--- src/rtl/ppvs_pkg.sv ---
package ppvs_pkg;
  localparam int          PPVS_AW         = 8;
  localparam int          PPVS_DW         = 8;
  localparam int          PPVS_BANKW      = 2;
  localparam logic [2:0]  PPVS_MAX_RETRY  = 3'h4;
  localparam logic [7:0]  CH_PROMPT       = 8'h2A;
  localparam logic [7:0]  CH_RETRY        = 8'h24;
  localparam logic [7:0]  CH_FAIL         = 8'h3F;
  localparam logic [7:0]  CH_CMD_LOAD     = 8'h54;
  localparam logic [7:0]  CH_CMD_PROG     = 8'h50;
  localparam logic [7:0]  CH_CMD_LIST     = 8'h4C;
  localparam logic [7:0]  CH_ZERO         = 8'h30;
  localparam logic [7:0]  CH_CR           = 8'h0D;
  localparam logic [7:0]  CH_SPACE        = 8'h20;
  localparam logic [7:0]  DATA_ALL_ONES   = 8'hFF;
  localparam real         PROG_PULSE_US   = 100.0;
  localparam real         CLK_MHZ         = 10.0;
  localparam int          PROG_PULSE_CYC  = int'(PROG_PULSE_US * CLK_MHZ);
  localparam real         READ_SETTLE_US  = 1.0;
  localparam int          READ_SETTLE_CYC = int'(READ_SETTLE_US * CLK_MHZ);
  localparam logic [15:0] CNT_ONE         = 16'h0001;

  typedef enum logic [4:0] {
    ST_PROMPT   = 5'b00000,
    ST_WAITCMD  = 5'b00001,
    ST_GETBANK  = 5'b00010,
    ST_GETLO    = 5'b00011,
    ST_GETHI    = 5'b00100,
    ST_PWRITE   = 5'b00101,
    ST_PREAD    = 5'b00110,
    ST_PCHECK   = 5'b00111,
    ST_RETRYCH  = 5'b01000,
    ST_ADDROUT  = 5'b01001,
    ST_ADVANCE  = 5'b01010,
    ST_FAIL     = 5'b01011,
    ST_HALT     = 5'b01100,
    ST_LREAD    = 5'b01101,
    ST_LOUT     = 5'b01110,
    ST_LOAD     = 5'b01111,
    ST_EMITWAIT = 5'b10000
  } ppvs_state_t;
endpackage

--- src/rtl/ppvs_tx_if.sv ---
`timescale 1ns/10ps
`default_nettype none
interface ppvs_tx_if;
  logic       valid;
  logic [7:0] data;
  logic       busy;
  modport src (output valid, output data, input busy);
  modport snk (input valid, input data, output busy);
endinterface
`default_nettype wire

--- src/rtl/ppvs_prom_seq.sv ---
`timescale 1ns/10ps
`default_nettype none
// Operation
// - After each PROM write the location is read back and compared with the intended data.
// - A mismatch reprograms the same location instead of advancing.
// - At most four reprogram attempts follow the first write, counted per location.
// - Each reprogram attempt sends one dollar sign to the terminal.
// - A failure after the fourth retry aborts the run and sends a question mark.
// - Words of a chosen range in a chosen RAM bank are copied to the same PROM addresses.
// - Program asks for a bank number, then an initial and final address from 0 to 255.
// - The address of each location is sent to the terminal as it is programmed.
// - An asterisk prompt is printed whenever the block is idle and ready for a command.
// - Command letters T, P and L start loading, programming and listing.
// - List reads and outputs the whole PROM or an operator range, before or after programming.
// - With write complement selected every bit of PROM write data is inverted.
// - With read complement selected every bit of PROM read data is inverted.
// - With the read path disabled read data returns as all ones, before any read complement.
module ppvs_prom_seq
  import ppvs_pkg::*;
#(
  parameter int PULSE_CYC  = PROG_PULSE_CYC,
  parameter int SETTLE_CYC = READ_SETTLE_CYC
)(
  input  wire logic                  core_clk,
  input  wire logic                  srst,
  input  wire logic                  ttyRxValid,
  input  wire logic [7:0]            ttyRxData,
  input  wire logic                  ttyTxReady,
  output logic                       ttyTxValid,
  output logic [7:0]                 ttyTxData,
  input  wire logic                  writeComplement,
  input  wire logic                  readComplement,
  input  wire logic                  readEnable,
  output logic [PPVS_BANKW-1:0]      ramBankSelect,
  output logic [PPVS_AW-1:0]         ramAddr,
  input  wire logic [PPVS_DW-1:0]    ramRdData,
  output logic [PPVS_AW-1:0]         promAddr,
  output logic [PPVS_DW-1:0]         promWrData,
  output logic                       promProgPulse,
  output logic                       promReadEn,
  input  wire logic [PPVS_DW-1:0]    promRdData,
  output logic                       loadActive,
  output logic                       progFail,
  output logic                       irq,
  input  wire logic [2:0]            intMask,
  input  wire logic [2:0]            intClear
);
  ppvs_tx_if tx ();

  ppvs_state_t state_r;
  ppvs_state_t retState_r;
  logic [PPVS_AW-1:0]  cur_r;
  logic [PPVS_AW-1:0]  last_r;
  logic [2:0]          retry_r;
  logic [15:0]         cnt_r;
  logic [PPVS_DW-1:0]  rdWord_r;
  logic [PPVS_DW-1:0]  expect_r;
  logic                listMode_r;
  logic [7:0]          emitCh_r;
  logic [2:0]          intStat_r;
  logic [2:0]          intEvent;
  logic [PPVS_DW-1:0]  rdPath;
  logic [7:0]          rxBin;
  logic                rxDigit;
  logic [PPVS_AW-1:0]  numNxt;

  ppvs_tx_char u_tx (
    .core_clk   (core_clk),
    .srst       (srst),
    .tx         (tx),
    .ttyTxReady (ttyTxReady),
    .ttyTxValid (ttyTxValid),
    .ttyTxData  (ttyTxData)
  );

  // Read data path options
  always_comb begin
    rdPath = readEnable ? promRdData : DATA_ALL_ONES;
    if (readComplement) begin
      rdPath = ~rdPath;
    end
  end

  // Decimal digit entry
  assign rxBin   = ttyRxData - CH_ZERO;
  assign rxDigit = ttyRxValid && (rxBin < 8'h0A);
  assign numNxt  = PPVS_AW'((cur_r * 8'h0A) + rxBin);

  // Character emitted in the current state
  always_comb begin
    tx.valid = 1'b0;
    tx.data  = emitCh_r;
    if (state_r == ST_EMITWAIT && !tx.busy) begin
      tx.valid = 1'b1;
    end
  end

  // Main sequencer
  always_ff @(posedge core_clk) begin
    if (srst) begin
      state_r    <= ST_PROMPT;
      retState_r <= ST_WAITCMD;
      cur_r      <= '0;
      last_r     <= '0;
      cnt_r      <= 16'h0000;
      rdWord_r   <= '0;
      expect_r   <= '0;
      listMode_r <= 1'b0;
      emitCh_r   <= CH_PROMPT;
    end else begin
      case (state_r)
        ST_PROMPT: begin
          emitCh_r   <= CH_PROMPT;
          retState_r <= ST_WAITCMD;
          state_r    <= ST_EMITWAIT;
        end
        ST_WAITCMD: begin
          if (ttyRxValid) begin
            if (ttyRxData == CH_CMD_PROG) begin
              listMode_r <= 1'b0;
              state_r    <= ST_GETBANK;
            end else if (ttyRxData == CH_CMD_LIST) begin
              listMode_r <= 1'b1;
              cur_r      <= '0;
              state_r    <= ST_GETLO;
            end else if (ttyRxData == CH_CMD_LOAD) begin
              state_r    <= ST_LOAD;
            end
          end
        end
        ST_LOAD: begin
          if (ttyRxValid && ttyRxData == CH_CR) begin
            state_r    <= ST_PROMPT;
          end
        end
        ST_GETBANK: begin
          if (rxDigit) begin
            cur_r         <= '0;
            state_r       <= ST_GETLO;
          end
        end
        ST_GETLO: begin
          if (rxDigit) begin
            cur_r <= numNxt;
          end else if (ttyRxValid && ttyRxData == CH_SPACE) begin
            last_r  <= cur_r;
            cur_r   <= '0;
            state_r <= ST_GETHI;
          end else if (ttyRxValid && ttyRxData == CH_CR && listMode_r) begin
            cur_r   <= '0;
            last_r  <= '1;
            state_r <= ST_LREAD;
          end
        end
        ST_GETHI: begin
          // last_r temporarily holds the initial address, cur_r the final
          if (rxDigit) begin
            cur_r <= numNxt;
          end
          if (ttyRxValid && ttyRxData == CH_CR) begin
            cur_r   <= last_r;
            last_r  <= cur_r;
            cnt_r   <= 16'h0000;
            state_r <= listMode_r ? ST_LREAD : ST_PWRITE;
          end else if (ttyRxValid && ttyRxData == CH_SPACE) begin
            cur_r <= '0;
          end
        end
        ST_PWRITE: begin
          expect_r <= ramRdData;
          if (cnt_r == 16'(PULSE_CYC)) begin
            cnt_r   <= 16'h0000;
            state_r <= ST_PREAD;
          end else begin
            cnt_r <= cnt_r + CNT_ONE;
          end
        end
        ST_PREAD: begin
          if (cnt_r == 16'(SETTLE_CYC)) begin
            cnt_r    <= 16'h0000;
            rdWord_r <= rdPath;
            state_r  <= ST_PCHECK;
          end else begin
            cnt_r <= cnt_r + CNT_ONE;
          end
        end
        ST_PCHECK: begin
          if (rdWord_r == expect_r) begin
            emitCh_r   <= cur_r;
            retState_r <= ST_ADVANCE;
            state_r    <= ST_EMITWAIT;
          end else if (retry_r == PPVS_MAX_RETRY) begin
            state_r <= ST_FAIL;
          end else begin
            emitCh_r   <= CH_RETRY;
            retState_r <= ST_PWRITE;
            state_r    <= ST_EMITWAIT;
          end
        end
        ST_ADVANCE: begin
          if (cur_r == last_r) begin
            state_r <= ST_PROMPT;
          end else begin
            cur_r   <= cur_r + PPVS_AW'(1);
            state_r <= ST_PWRITE;
          end
        end
        ST_FAIL: begin
          emitCh_r   <= CH_FAIL;
          retState_r <= ST_HALT;
          state_r    <= ST_EMITWAIT;
        end
        ST_HALT: begin
          state_r <= ST_HALT;
        end
        ST_LREAD: begin
          if (cnt_r == 16'(SETTLE_CYC)) begin
            cnt_r    <= 16'h0000;
            emitCh_r <= rdPath;
            state_r  <= ST_LOUT;
          end else begin
            cnt_r <= cnt_r + CNT_ONE;
          end
        end
        ST_LOUT: begin
          retState_r <= (cur_r == last_r) ? ST_PROMPT : ST_ADDROUT;
          state_r    <= ST_EMITWAIT;
        end
        ST_ADDROUT: begin
          cur_r   <= cur_r + PPVS_AW'(1);
          state_r <= ST_LREAD;
        end
        ST_EMITWAIT: begin
          if (!tx.busy) begin
            state_r <= retState_r;
          end
        end
        default: begin
          state_r <= ST_PROMPT;
        end
      endcase
    end
  end

  // PROM and RAM drive
  always_ff @(posedge core_clk) begin
    if (srst) begin
      promAddr      <= '0;
      ramAddr       <= '0;
      promWrData    <= '0;
      promProgPulse <= 1'b0;
      promReadEn    <= 1'b0;
    end else begin
      promAddr      <= cur_r;
      ramAddr       <= cur_r;
      promWrData    <= writeComplement ? ~ramRdData : ramRdData;
      // Pulse starts a cycle late so address and write data are settled under it
      promProgPulse <= (state_r == ST_PWRITE) && (cnt_r != 16'h0000);
      promReadEn    <= (state_r == ST_PREAD) || (state_r == ST_LREAD);
    end
  end

  // RAM bank chosen by the digit after the program command
  always_ff @(posedge core_clk) begin
    if (srst) begin
      ramBankSelect <= '0;
    end else if (state_r == ST_GETBANK && rxDigit) begin
      ramBankSelect <= PPVS_BANKW'(rxBin);
    end
  end

  // Per-location retry count; restarts for every new address
  always_ff @(posedge core_clk) begin
    if (srst) begin
      retry_r <= 3'h0;
    end else if (state_r == ST_ADVANCE) begin
      retry_r <= 3'h0;
    end else if (state_r == ST_GETHI && ttyRxValid && ttyRxData == CH_CR) begin
      retry_r <= 3'h0;
    end else if (state_r == ST_PCHECK && rdWord_r != expect_r
                 && retry_r != PPVS_MAX_RETRY) begin
      retry_r <= retry_r + 3'h1;
    end
  end

  // Load mode flag and failure flag; failure holds until reset
  always_ff @(posedge core_clk) begin
    if (srst) begin
      loadActive <= 1'b0;
      progFail   <= 1'b0;
    end else begin
      if (state_r == ST_WAITCMD && ttyRxValid && ttyRxData == CH_CMD_LOAD) begin
        loadActive <= 1'b1;
      end else if (state_r == ST_LOAD && ttyRxValid && ttyRxData == CH_CR) begin
        loadActive <= 1'b0;
      end
      if (state_r == ST_FAIL) begin
        progFail <= 1'b1;
      end
    end
  end

  // Event strobes: 0 retry, 1 failure, 2 run done
  always_comb begin
    intEvent[0] = (state_r == ST_PCHECK) && (rdWord_r != expect_r)
                  && (retry_r != PPVS_MAX_RETRY);
    intEvent[1] = (state_r == ST_FAIL);
    intEvent[2] = (state_r == ST_ADVANCE) && (cur_r == last_r) && !listMode_r;
  end

  // Sticky status bits, write one to clear; an event in the clear cycle wins
  for (genvar gi = 0; gi < $bits(intStat_r); gi++) begin : gStat
    always_ff @(posedge core_clk) begin
      if (srst) begin
        intStat_r[gi] <= 1'b0;
      end else if (intEvent[gi]) begin
        intStat_r[gi] <= 1'b1;
      end else if (intClear[gi]) begin
        intStat_r[gi] <= 1'b0;
      end
    end
  end

  // Level interrupt while any unmasked status bit is set
  always_ff @(posedge core_clk) begin
    if (srst) begin
      irq <= 1'b0;
    end else begin
      irq <= |(intStat_r & intMask);
    end
  end
endmodule
`default_nettype wire

--- src/rtl/ppvs_tx_char.sv ---
`timescale 1ns/10ps
`default_nettype none
module ppvs_tx_char
  import ppvs_pkg::*;
(
  input  wire logic   core_clk,
  input  wire logic   srst,
  ppvs_tx_if.snk      tx,
  input  wire logic   ttyTxReady,
  output logic        ttyTxValid,
  output logic [7:0]  ttyTxData
);
  // One-character holding stage toward the terminal
  always_ff @(posedge core_clk) begin
    if (srst) begin
      ttyTxValid <= 1'b0;
      ttyTxData  <= 8'h00;
    end else if (tx.valid && !ttyTxValid) begin
      ttyTxValid <= 1'b1;
      ttyTxData  <= tx.data;
    end else if (ttyTxValid && ttyTxReady) begin
      ttyTxValid <= 1'b0;
    end
  end

  assign tx.busy = ttyTxValid;
endmodule
`default_nettype wire

--- config.mk ---
export PLATFORM = sky130hd
export DESIGN_NAME = ppvs_prom_seq
export DESIGN_NICKNAME = d
export VERILOG_FILES = /design/src/rtl/ppvs_pkg.sv /design/src/rtl/ppvs_tx_if.sv /design/src/rtl/ppvs_prom_seq.sv /design/src/rtl/ppvs_tx_char.sv
export SDC_FILE = /design/constraint.sdc
export NUM_CORES = 1
export LEC_CHECK = 0
export CAP_MARGIN = 20
export CORE_MARGIN = 2
export CORE_UTILIZATION = 64
export CTS_CLUSTER_SIZE = 30
export DETAILED_ROUTE_END_ITERATION = 8
export DONT_BUFFER_PORTS = 1
export PLACE_DENSITY = 0.8
export SLEW_MARGIN = 20
export SYNTH_ARGS = -nofsm -noshare
export SYNTH_HDL_FRONTEND = slang
export SYNTH_SLANG_ARGS = --single-unit
--- constraint.sdc ---
create_clock -name core_clk -period 6.9 [get_ports core_clk]
set_clock_uncertainty 0.1 [all_clocks]
set_input_delay 0.345 -clock core_clk [delete_from_list [all_inputs] [get_ports core_clk]]
set_output_delay 0.345 -clock core_clk [all_outputs]
set_load 0.1 [all_outputs]
Word level (Yosys, flattened, before mapping) --
Index checks and enable logic that the tools add are counted.
Storage, ports and cells: flip-flop bits (word level) 105, word-level logic and storage cells 188
Operators by class: reductions and logical operators 47, multiply operators 1, magnitude comparators 1, equality and inequality tests 44, muxes and demuxes 64, $add $sub $neg 5, bitwise logic cells 3
Operator list (number):
- 8-bit two-way mux | 21
- 5-bit two-way mux | 18
- 5-bit case mux with 14 select lines | 1
- 16-bit two-way mux | 3
- 16-bit case mux with 3 select lines | 1
- 8-bit case mux with 6 select lines | 1
- 5-bit by 4-bit == test with 1-bit output (second input constant) | 7
- 8-bit case mux with 4 select lines | 1
- 8-bit by 7-bit == test with 1-bit output (second input constant) | 3
- 2-bit != test (second input constant) | 12
- 5-bit by 3-bit == test with 1-bit output (second input constant) | 4
- 5-bit case mux with 4 select lines | 1
- 1-bit logical AND | 19
- 16-bit by 1-bit adder with 16-bit output (second input constant) | 1
- 16-bit by 10-bit == test with 1-bit output (second input constant) | 1
- 16-bit by 4-bit == test with 1-bit output (second input constant) | 1
- 8-bit == test | 2
- 8-bit NOT | 2
- 8-bit case mux with 2 select lines | 1
- 16-bit nonzero test | 1
- 2-bit nonzero test | 7
- 1-bit two-way mux | 13
- 11-bit AND reduction | 1
- 5-bit by 2-bit == test with 1-bit output (second input constant) | 2
- 30 further kinds | 41

Logic depth before layout (Yosys ltp) --
Gate-level depths: netlist of run 1.
depth after elaboration 7, depth in mapped cells 10, depth with buffers taken out 10

Hierarchy --
Synthesis of run 1 repeated with hierarchy kept, for this count alone.
Unflattened totals: cells, all modules 692, area, all modules 6020.8 um2
Modules (own cells, without submodules):
- ppvs_prom_seq | cells an instance 653, seq. area each 1901.8 um2, times used 1, area each 5590.4 um2
- ppvs_tx_char | cells an instance 39, seq. area each 180.2 um2, times used 1, area each 430.4 um2

Worst setup path after synthesis of run 1 --
OpenSTA, ideal clock, no wires.
path type reg-to-reg, start reg cur_r[1], end reg cur_r[7], path buffers 0, data arrival time 2.469 ns, setup slack 4.214 ns, cell stages (with the launch flop) 11, data required time 6.683 ns, setup time 0.117 ns, path through dfxtp_1 ha_1 ha_1 fa_1 xor2_1 ha_1 nand2_1 o21ai_0 xnor2_1 o21ai_0 a22o_1
On the way: cells in the longest elaborated chain, start to end 6
Ends and longest elaborated chain:
- start, declared | line ppvs_prom_seq.sv:52 | logic [PPVS_AW-1:0] cur_r;
- start signal, assigned | line ppvs_prom_seq.sv:144 | cur_r <= numNxt;
- start signal, assigned | line ppvs_prom_seq.sv:158 | cur_r <= numNxt;
- start signal, assigned | line ppvs_prom_seq.sv:161 | cur_r <= last_r;
- 8-bit by 3-bit multiplier with 7-bit output | line ppvs_prom_seq.sv:87 | assign numNxt = PPVS_AW'((cur_r * 8'h0A) + rxBin);
- 8-bit adder | line ppvs_prom_seq.sv:87
- 8-bit two-way mux | line ppvs_prom_seq.sv:157 | if (rxDigit) begin
- 8-bit two-way mux | line ppvs_prom_seq.sv:165 | end else if (ttyRxValid && ttyRxData == CH_SPACE) begin
- 8-bit two-way mux | line ppvs_prom_seq.sv:160 | if (ttyRxValid && ttyRxData == CH_CR) begin
- 8-bit case mux with 6 select lines | line ppvs_prom_seq.sv:111 | case (state_r)
Parallel ways exist; a longest one is shown, timed or not. The select of a mux whose other input is x is not followed. A chain may end at the register's enable or synchronous reset.

Final worst setup path of run 1 --
start reg state_r[2], end reg cur_r[6]
On the way: cells in the longest elaborated chain, start to end 3
Ends and longest elaborated chain:
- start, declared | line ppvs_prom_seq.sv:50 | ppvs_state_t state_r;
- start signal, assigned | line ppvs_prom_seq.sv:164 | state_r <= listMode_r ? ST_LREAD : ST_PWRITE;
- start signal, assigned | line ppvs_prom_seq.sv:235 | state_r <= retState_r;
- 5-bit by 2-bit == test with 1-bit output, or another cell as far along | line ppvs_prom_seq.sv:111
- 4-bit != test (no source line), or another cell as far along
- 8-bit AND reduction (no source line)
Parallel ways exist; a longest one is shown, timed or not.

==> flow_metrics.tcl, run 1 <==
set metrics [dict create \
    drc 0 \
    overflow 0 \
    maxSlewHeadroom_pct 27.94 \
    synth_top_area_share_pct 35.30 \
    critPathMaxStageDelay_ns 0.81 \
    syn_avg_cell_area_um2 8.573 \
    vdd_drop_max_mv 0.2291 \
    tightest_slew_ns 1.079 \
    r2r_slack_ns 3.67 \
    dr_total_vias 4925 \
    worst_setup_path_end_kind "register" \
    viasPerCell 6.330 \
    syn_to_final_growth_pct 4.115 \
    grt_max_degree 73 \
    fin_ws_ns 3.665 \
    ys_seq_area_share_pct 35.30 \
    leakage_nw 2.289 \
    first_global_vias 4779 \
    die-area_mm2 0.01000 \
    grt_usage_pct 29.57 \
    reg2reg_depth 5 \
    wire_per_inst_um 18.54 \
    crit_fanout 22 \
    cp-start-kind "register" \
    io_pins 77 \
    criticalPathCategory "reg2reg" \
    grt_pass1_wl_um 23680 \
    min_to "promWrData[2]" \
    cts_setup_buffers 0 \
    slew_viol_final 0 \
    core_mm2 0.009109 \
    path_cells "nor2b_1 -> nand2_1 -> a21oi_1 -> nor4b_1 -> a22o_1" \
    finalHoldViolations 0 \
    portBuffers 0 \
    final_nets 725 \
    maxCapViolations 0 \
    cp_slowest_cell "nor2b_1" \
    period_needed_ns 3.235 \
    yosysTopAreaCell "dfxtp_1" \
    routed_wl_um 14430 \
    drt-initial-drc-count 440 \
    final_antenna_net_count 0 \
    synthCells 688 \
    numCtsBuffers 9 \
    start_util_pct 64.75 \
    setup_violations 0 \
    r2r-end "cur_r[6]" \
    status "finished, final reports clean" \
    synthesis.nets 751 \
    dp_hpwl_um 10450 \
    ctsResizeCount 0 \
    netlist_area_mm2 0.005898 \
    synth.most_common_cell "dfxtp_1" \
    total_power_mw 1.642 \
    rows 35 \
    dpl_worst_slack_ns 3.523 \
    antenna_cells 0 \
    min_period_over_period_pct 46.88 \
    clockBufferDepth 2 \
    powerDensity_mw_per_mm2 267.4 \
    fin_util_pct 67.42 \
    path_clk_slew_ns 0.11 \
    yosys_warnings 0 \
    fmax_mhz 309.1 \
    synth_edf_count 0 \
    cts_tree "yes" \
    clock_latency_ns 0.38 \
    floorplan.die.height_um 100 \
    hp-start "ramRdData[2]" \
    arrival_ns 3.46 \
    drt_first_pass_iters 5 \
    cts_root_buffer "clkbuf_8" \
    drive_gt1_share_pct 7.496 \
    synth_seq_cells 104 \
    cts_max_level 3 \
    place_congestion 0.9678 \
    cts_sinks 104 \
    hold_depth 2 \
    setup_tns_ns 0 \
    synthArstFlopShare_pct 0 \
    timing.rr.start "state_r[2]" \
    yosys.cell_types.count 73 \
    rsz0062_at_grt "false" \
    synthTopCellsByArea "dfxtp_1 35%, xnor2_1 7.3%, mux2i_1 5.3%, ha_1 5.1%, nor2_1 4.9%" \
    die_w_um 100 \
    hold_path.class "in2reg" \
    grt_antenna_before_repair 0 \
    synth_flop_cell "dfxtp_1" \
    ys_top_cells_by_count "104 x dfxtp_1, 77 x nor2_1, 49 x xnor2_1" \
    cp.required_ns 7.12 \
]
==> how the worst max path moves through the flow <==
stage / from / end / slack (ns) / cells after the start
CTS: state_r[0] / cnt_r[8] / 3.51 / 6
global route: state_r[2] / cur_r[6] / 3.41 / 5
detailed placement: state_r[0] / cnt_r[8] / 3.52 / 6
finish: state_r[2] / cur_r[6] / 3.67 / 5
global placement: state_r[0] / cnt_r[1] / 3.75 / 6
floorplan: cur_r[1] / cur_r[7] / 4.21 / 10
==> metal layers <==
metal | GRT usage [%] | part of all wire, % | up-vias | wire length [um]
met1 | 38.53 | 43 | 2347 | 6182
li1 | - | - | 2351 | -
met5 | 0 | 0 | - | 0
met4 | 9.694 | 2.5 | 0 | 357
met3 | 6.267 | 6.2 | 31 | 901
met2 | 49.17 | 48 | 196 | 6987
==> critical path, delay by kind of cell, from the launching register on <==
family	cells	cell delay [ns]
flip-flops	1	0.76
AO/OA/AOI/OAI	2	0.71
AND/OR/NAND/NOR	3	1.61
==> cells in the final DEF, fill, tap and decap left out, types with 3 or more instances in the layout <==
cell type,netlist,final
inv_1,20,20
a22oi_1,12,12
a221oi_1,3,3
nand4_1,7,7
a21oi_1,44,44
and2_1,4,4
or2_2,7,7
a211o_1,3,3
nor3b_1,3,3
nand3_1,30,30
o211ai_1,4,4
a21o_1,3,3
a22o_1,10,10
xnor2_1,49,49
o31ai_1,4,4
o21ai_0,15,15
nor3_1,15,14
clkbuf_8,0,10
nor2b_1,20,20
ha_1,24,24
dfxtp_2,0,8
nand2_1,45,45
or2_1,4,4
nand2b_1,18,18
mux2i_1,31,31
a2111oi_0,3,3
and3_1,5,5
dlygate4sd3_1,0,4
xor2_1,18,18
nor2_1,77,77
nor4_1,6,6
or3_1,4,4
dfxtp_1,104,96
==> metrics by stage <==
step / instances / hold slack, ns / area, um2
floorplan: 688 / 0.3245 / 5898
global placement: 757 / 0.3277 / 5842
detailed placement: 757 / 0.3299 / 5842
CTS: 778 / 0.0002389 / 6132
global route: 778 / 0.002499 / 6141
finish: 778 / 0.003974 / 6141
==> timing repair <==
item / 4_1_cts / 5_1_grt
hold endpoints to repair: 72 / 0
setup endpoints to repair: 0 / 0
hold buffers: 5 / 0
==> sequential cells by signal, indices dropped and copies added, names as in the netlist, 2 cells and up <==
signal / flops
expect_r: 8
ramBankSelect: 2
promAddr: 8
cnt_r: 16
retry_r: 3
last_r: 8
state_r: 5
emitCh_r: 8
rdWord_r: 8
intStat_r: 3
cur_r: 8
retState_r: 4
u_tx.ttyTxData: 8
promWrData: 8
==> layout make-up <==
| type | instances | area, um2 |
|---|---|---|
| multi-input combinational | 520 | 3533 |
| tap | 111 | 138.9 |
| fill | 772 | 2968 |
| clock inverter | 6 | 85.08 |
| clock buffer | 10 | 137.6 |
| sequential | 104 | 2092 |
| inverter | 21 | 78.83 |
| timing repair buffer | 6 | 75.07 |
==> cells by family (layout without fill, tap and decap cells) <==
logic type / count (synthesis) / count (layout) / synth area share (%)
buf+inv: 64 / 43 / 4.943
xor+xnor: 68 / 68 / 10.33
simple gates: 261 / 261 / 22.55
fa+ha+maj: 26 / 26 / 5.770
compound gates: 133 / 133 / 15.66
flops: 104 / 104 / 35.30
mux: 32 / 32 / 5.452
==> power breakdown <==
group          leakage (nW)  internal [mW]  switching (mW)  total [mW]
clock                 0.110          0.187           0.225       0.412
sequential            0.846          0.631           0.172       0.803
combinational          1.33          0.174           0.253       0.427
Note: power is estimated with default switching activity, not from simulation.
==> run 2: changes to the inputs <==
CORE_UTILIZATION = 58   (was 64)
PLACE_DENSITY = 0.76   (was 0.8)
clock period = 2.7 ns   (was 6.9 ns; I/O delays follow)
==> run 2 against run 1 <==
Register-to-register slack lost 3.6 ns. Final cell count increased by 11%. Highest routed layer unchanged. Largest power group unchanged. Flip-flop and latch count unchanged. Critical endpoint is now cur_r[7].
==> flow_metrics.tcl, run 2 (synthesized netlist as in run 1, its figures left out) <==
set metrics [dict create \
    period_needed_ns 2.598 \
    syn_to_final_growth_pct 13.49 \
    core_mm2 0.009819 \
    final_nets 788 \
    maxSlewHeadroom_pct 33.48 \
    final_antenna_net_count 0 \
    min_period_over_period_pct 96.21 \
    layout_commonest_cell "dfxtp_1" \
    setup_violations 0 \
    drive_gt1_share_pct 13.15 \
    fmax_mhz 384.9 \
    path_clk_slew_ns 0.10 \
    criticalPathCategory "reg2reg" \
    place_congestion 0.9603 \
    final_cell_mix "95 x dfxtp_1, 77 x nor2_1, 49 x xnor2_1, 45 x nand2_1, 44 x buf_4" \
    clockBufferDepth 2 \
    routed_wl_um 15600 \
    finalHoldViolations 0 \
    crit_fanout 3 \
    die_w_um 104.8 \
    antenna_cells 0 \
    overflow 0 \
    cts_max_level 3 \
    die-area_mm2 0.01099 \
    maxCapViolations 0 \
    status "finished, final reports clean" \
    largest_reg_flops 16 \
    drc 0 \
    drt-initial-drc-count 369 \
    io_pins 77 \
    dp_hpwl_um 11310 \
    numCtsBuffers 9 \
    crit_family "adder cells" \
    vdd_drop_max_mv 0.5876 \
    crit_buf_inv 0 \
    hold_path.class "in2reg" \
    arrival_ns 2.77 \
    rows 36 \
    cp-start-kind "register" \
    rsz0062_at_grt "false" \
    powerDensity_mw_per_mm2 646.6 \
    clock_latency_ns 0.38 \
    wire_per_inst_um 18.07 \
    nFillCells 825 \
    cpMostUsedCell "ha_1" \
    slew_viol_final 0 \
    leakage_nw 2.570 \
    cts_tree "yes" \
    cp.required_ns 2.87 \
    start_util_pct 60.07 \
    viasPerCell 6.034 \
    grt_usage_pct 28.06 \
    top_register "cnt_r" \
    grt_antenna_before_repair 0 \
    drt_first_pass_iters 5 \
    first_global_vias 5092 \
    cts_sinks 104 \
    tightest_slew_ns 1.000 \
    path_cells "ha_1 -> ha_1 -> fa_2 -> xor2_1 -> ha_1 -> a21oi_1 -> o21ai_1 -> xnor2_1 -> o21ai_0 -> a22o_1" \
    cts_root_buffer "clkbuf_8" \
    portBuffers 0 \
    grt_pass1_wl_um 25010 \
    place_inst 821 \
    fin_cells 863 \
    critPathMaxStageDelay_ns 0.35 \
    floorplan.die.height_um 104.8 \
    total_power_mw 4.328 \
    grt_max_degree 81 \
    worst_setup_path_end_kind "register" \
    cp_slowest_cell "fa_2" \
    dr_total_vias 5207 \
]
[run 2: cell count changes in the layout (fill, tap and decap cells not counted), moves of 2 or more]
| cell | delta |
|---|---|
| dlygate4sd3_1 | +20 |
| a2111oi_1 | +2 |
| a2111oi_0 | -2 |
| buf_4 | +43 |
[run 2: report_power, final]
group | total (mW) | internal (mW) | switching (mW) | leakage (nW)
logic | 1.57 | 0.588 | 0.978 | 1.63
registers | 1.79 | 1.62 | 0.173 | 0.846
clock network | 0.973 | 0.384 | 0.589 | 0.0982
total | 4.33 | 2.59 | 1.74 | 2.57
[run 2: path summary, 6_finish.rpt]
kind	startpoint	to	slack, ns	depth (start not counted)
max	cur_r[1]	cur_r[7]	0.10	10
max reg2reg	cur_r[1]	cur_r[7]	0.10	10
min	ttyRxData[0]	cur_r[0]	0.02	3
min reg2reg	retState_r[3]	retState_r[3]	0.37	2
[run 2: what timing repair did]
action / in CTS / in global routing
pin swaps: 0 / 2
resized for setup: 1 / 8
hold buffers: 25 / 0
endpoints found under the setup margin: 1 / 12
buffers inserted: 0 / 1
endpoints found under the hold margin: 91 / 0
[run 2: per-stage QoR]
step	area, um2	TNS, ns	utilization (%)	setup slack (ns)	hold WS, ns
after floorplan	5898	0	-	0.01383	0.1145
after global placement	6185	0	62.98	0.1256	0.1154
after detailed placement	6185	-0.01153	62.98	-0.01153	0.1180
after CTS	6655	0	67.78	0.009776	0.001249
after global routing	6694	0	68.17	0.01632	0.03779
final	6694	0	68.17	0.1023	0.01867
[run 2: tightest hold or removal path, delay by kind of cell]
kind / cells / cell delay, ns
and+or+nand+nor: 1 / 0.04
AOI/OAI and AO/OA: 2 / 0.27
[run 2: layer usage]
layer | GRT usage [%] | part of all wire, %
met5 | 0 | 0
met4 | 13.24 | 3.0
met3 | 4.492 | 5.7
met2 | 44.67 | 48
met1 | 37.18 | 43
[run 2: cell type report]
cell class	count	area [um2]	share of cell area, %
multi-input combinational	520	3558	53.16
timing repair buffer	69	598.1	8.935
sequential	104	2093	31.27
clock inverter	6	61.31	0.9159
clock buffer	10	137.6	2.056
tap	133	166.4	2.486
inverter	21	78.83	1.178
==> run 3: changes to the inputs <==
ABC_AREA = 1   (was not set)
==> run 3 against run 2 <==
Global-route usage grew 0.39 points. First-iteration DRC count grew 14%. Synthesized cell count grew 33%.
==> flow_metrics.tcl, run 3 <==
set metrics [dict create \
    synth_top_family_by_area "simple AND/OR/NAND/NOR gates" \
    cpMostUsedCell "nand2_1" \
    arrival_ns 2.79 \
    cts_max_level 3 \
    final_antenna_net_count 0 \
    grt_max_degree 45 \
    drt_first_pass_iters 5 \
    floorplan.die.height_um 105.8 \
    path_cells "ha_4 -> ha_2 -> fa_1 -> xor2_1 -> ha_1 -> nand2_1 -> o211ai_1 -> nand3_1 -> nand3_1 -> nand2_1 -> nand2_1 -> nand2_1" \
    synth_edf_count 0 \
    cts_tree "yes" \
    drc 0 \
    numCtsBuffers 9 \
    synth_mux_area_share_pct 0 \
    synth_top_area_share_pct 34.65 \
    final_area_mm2 0.006817 \
    fin_ws_ns 0.1148 \
    fin_cells 1099 \
    cp.required_ns 2.91 \
    grt_usage_pct 28.46 \
    die-area_mm2 0.01119 \
    clockBufferDepth 2 \
    leakage_nw 3.170 \
    tightest_slew_ns 0.9997 \
    yosys_warnings 0 \
    layout_commonest_cell "nand2_1" \
    viasPerCell 5.383 \
    final_cell_mix "223 x nand2_1, 143 x nor2_1, 101 x inv_1, 95 x dfxtp_1, 69 x nand3_1" \
    slew_viol_final 0 \
    synth_flop_cell "dfxtp_1" \
    synthesis.nets 979 \
    wire_per_inst_um 13.89 \
    first_global_vias 5628 \
    io_pins 77 \
    portBuffers 0 \
    critPathMaxStageDelay_ns 0.39 \
    routed_wl_um 15270 \
    finalHoldViolations 0 \
    place_inst 1051 \
    rows 37 \
    drive_gt1_share_pct 8.515 \
    cp-start-kind "register" \
    synthArstFlopShare_pct 0 \
    place_congestion 0.9349 \
    maxCapViolations 0 \
    final_nets 1021 \
    vdd_drop_max_mv 0.8187 \
    synth_seq_cells 104 \
    powerDensity_mw_per_mm2 743.3 \
    fmax_mhz 386.8 \
    path_clk_slew_ns 0.10 \
    hold_depth 4 \
    cts_root_buffer "clkbuf_8" \
    core_mm2 0.01018 \
    synthXorXnorAreaFrac_pct 4.955 \
    largest_reg_flops 16 \
    synth.most_common_cell "nand2_1" \
    synth_fa_ha_area_share_pct 5.663 \
    dpl_worst_slack_ns 0.06672 \
    total_power_mw 5.067 \
    setup_violations 0 \
    fin_util_pct 66.93 \
    cts_setup_buffers 0 \
    grt_pass1_wl_um 25520 \
    die_w_um 105.8 \
    period_needed_ns 2.585 \
    hold_ws_ns 0.01821 \
    status "finished, final reports clean" \
    ys_top_cells_by_count "223 x nand2_1, 143 x nor2_1, 104 x dfxtp_1" \
    maxSlewHeadroom_pct 33.51 \
    cp_slowest_cell "dfxtp_1" \
    overflow 0 \
    ys_seq_area_share_pct 34.65 \
    synthCells 916 \
    reg2reg_depth 12 \
    setup_tns_ns 0 \
    syn_avg_cell_area_um2 6.561 \
    dp_hpwl_um 10860 \
    min_period_over_period_pct 95.75 \
    synthTopCellsByArea "dfxtp_1 35%, nand2_1 14%, nor2_1 8.9%, inv_1 6.3%, nand3_1 5.7%" \
    hold_path.class "in2reg" \
    rsz0062_at_grt "false" \
    antenna_cells 0 \
    top_register "cnt_r" \
    grt_antenna_before_repair 0 \
    cts_sinks 104 \
    drt-initial-drc-count 421 \
    criticalPathCategory "reg2reg" \
    worst_setup_path_end_kind "register" \
    yosys.cell_types.count 40 \
    synth-compound-area-share_pct 10.78 \
    netlist_area_mm2 0.006010 \
    crit_fanout 5 \
    place_area_mm2 0.006240 \
    start_util_pct 59.00 \
    syn_to_final_growth_pct 13.43 \
    yosys.area_share.simple_pct 34.67 \
    yosysTopAreaCell "dfxtp_1" \
    dr_total_vias 5916 \
    clock_latency_ns 0.41 \
]
run 3: per-layer routing:
metal	GRT usage, %	share of wire [%]	up-vias	routed length, um
met5	0	0	-	0
met4	14.38	3.8	0	586
met3	6.803	5.8	57	878
met2	47.42	48	202	7315
met1	34.18	43	2646	6490
li1	-	-	3011	-
run 3: path summary, 6_finish.rpt:
| check | from | end | slack [ns] |
|---|---|---|---|
| min reg2reg | intStat_r[0] | intStat_r[0] | 0.38 |
| max reg2reg | cur_r[1] | cur_r[7] | 0.11 |
| max | cur_r[1] | cur_r[7] | 0.11 |
| min | readEnable | rdWord_r[6] | 0.02 |
run 3: where the power goes:
group | switching (mW) | internal, mW
combinational | 1.47 | 0.554
clock | 0.565 | 0.554
sequential | 0.214 | 1.71
total | 2.25 | 2.82
run 3: final cells by class:
type,instances,area [um2]
Clock buffer,11,141.4
Fill cell,916,3368
Multi-Input combinational cell,672,3388
Clock inverter,5,85.08
Tap cell,136,170.2
Sequential cell,104,2093
Timing Repair Buffer,55,503.0
Inverter,116,435.4
run 3: kinds of logic after synthesis:
family                   after synthesis
adder cells (fa/ha/maj)               26
AO/OA/AOI/OAI                        120
flip-flops                           104
AND/OR/NAND/NOR                      492
buffers and inverters                140
XOR/XNOR                              34
run 3: timing repair:
action,in CTS,in global routing
setup endpoints to repair,0,2
hold endpoints to repair,65,0
gates resized for setup,0,4
hold buffers,32,0
run 3: critical path, delay by kind of cell (launching register included):
kind	cells	cell delay, ns
XOR/XNOR	1	0.17
adder cells (fa/ha/maj)	4	1.14
flip-flops	1	0.39
AO/OA/AOI/OAI	1	0.26
AND/OR/NAND/NOR	6	0.44
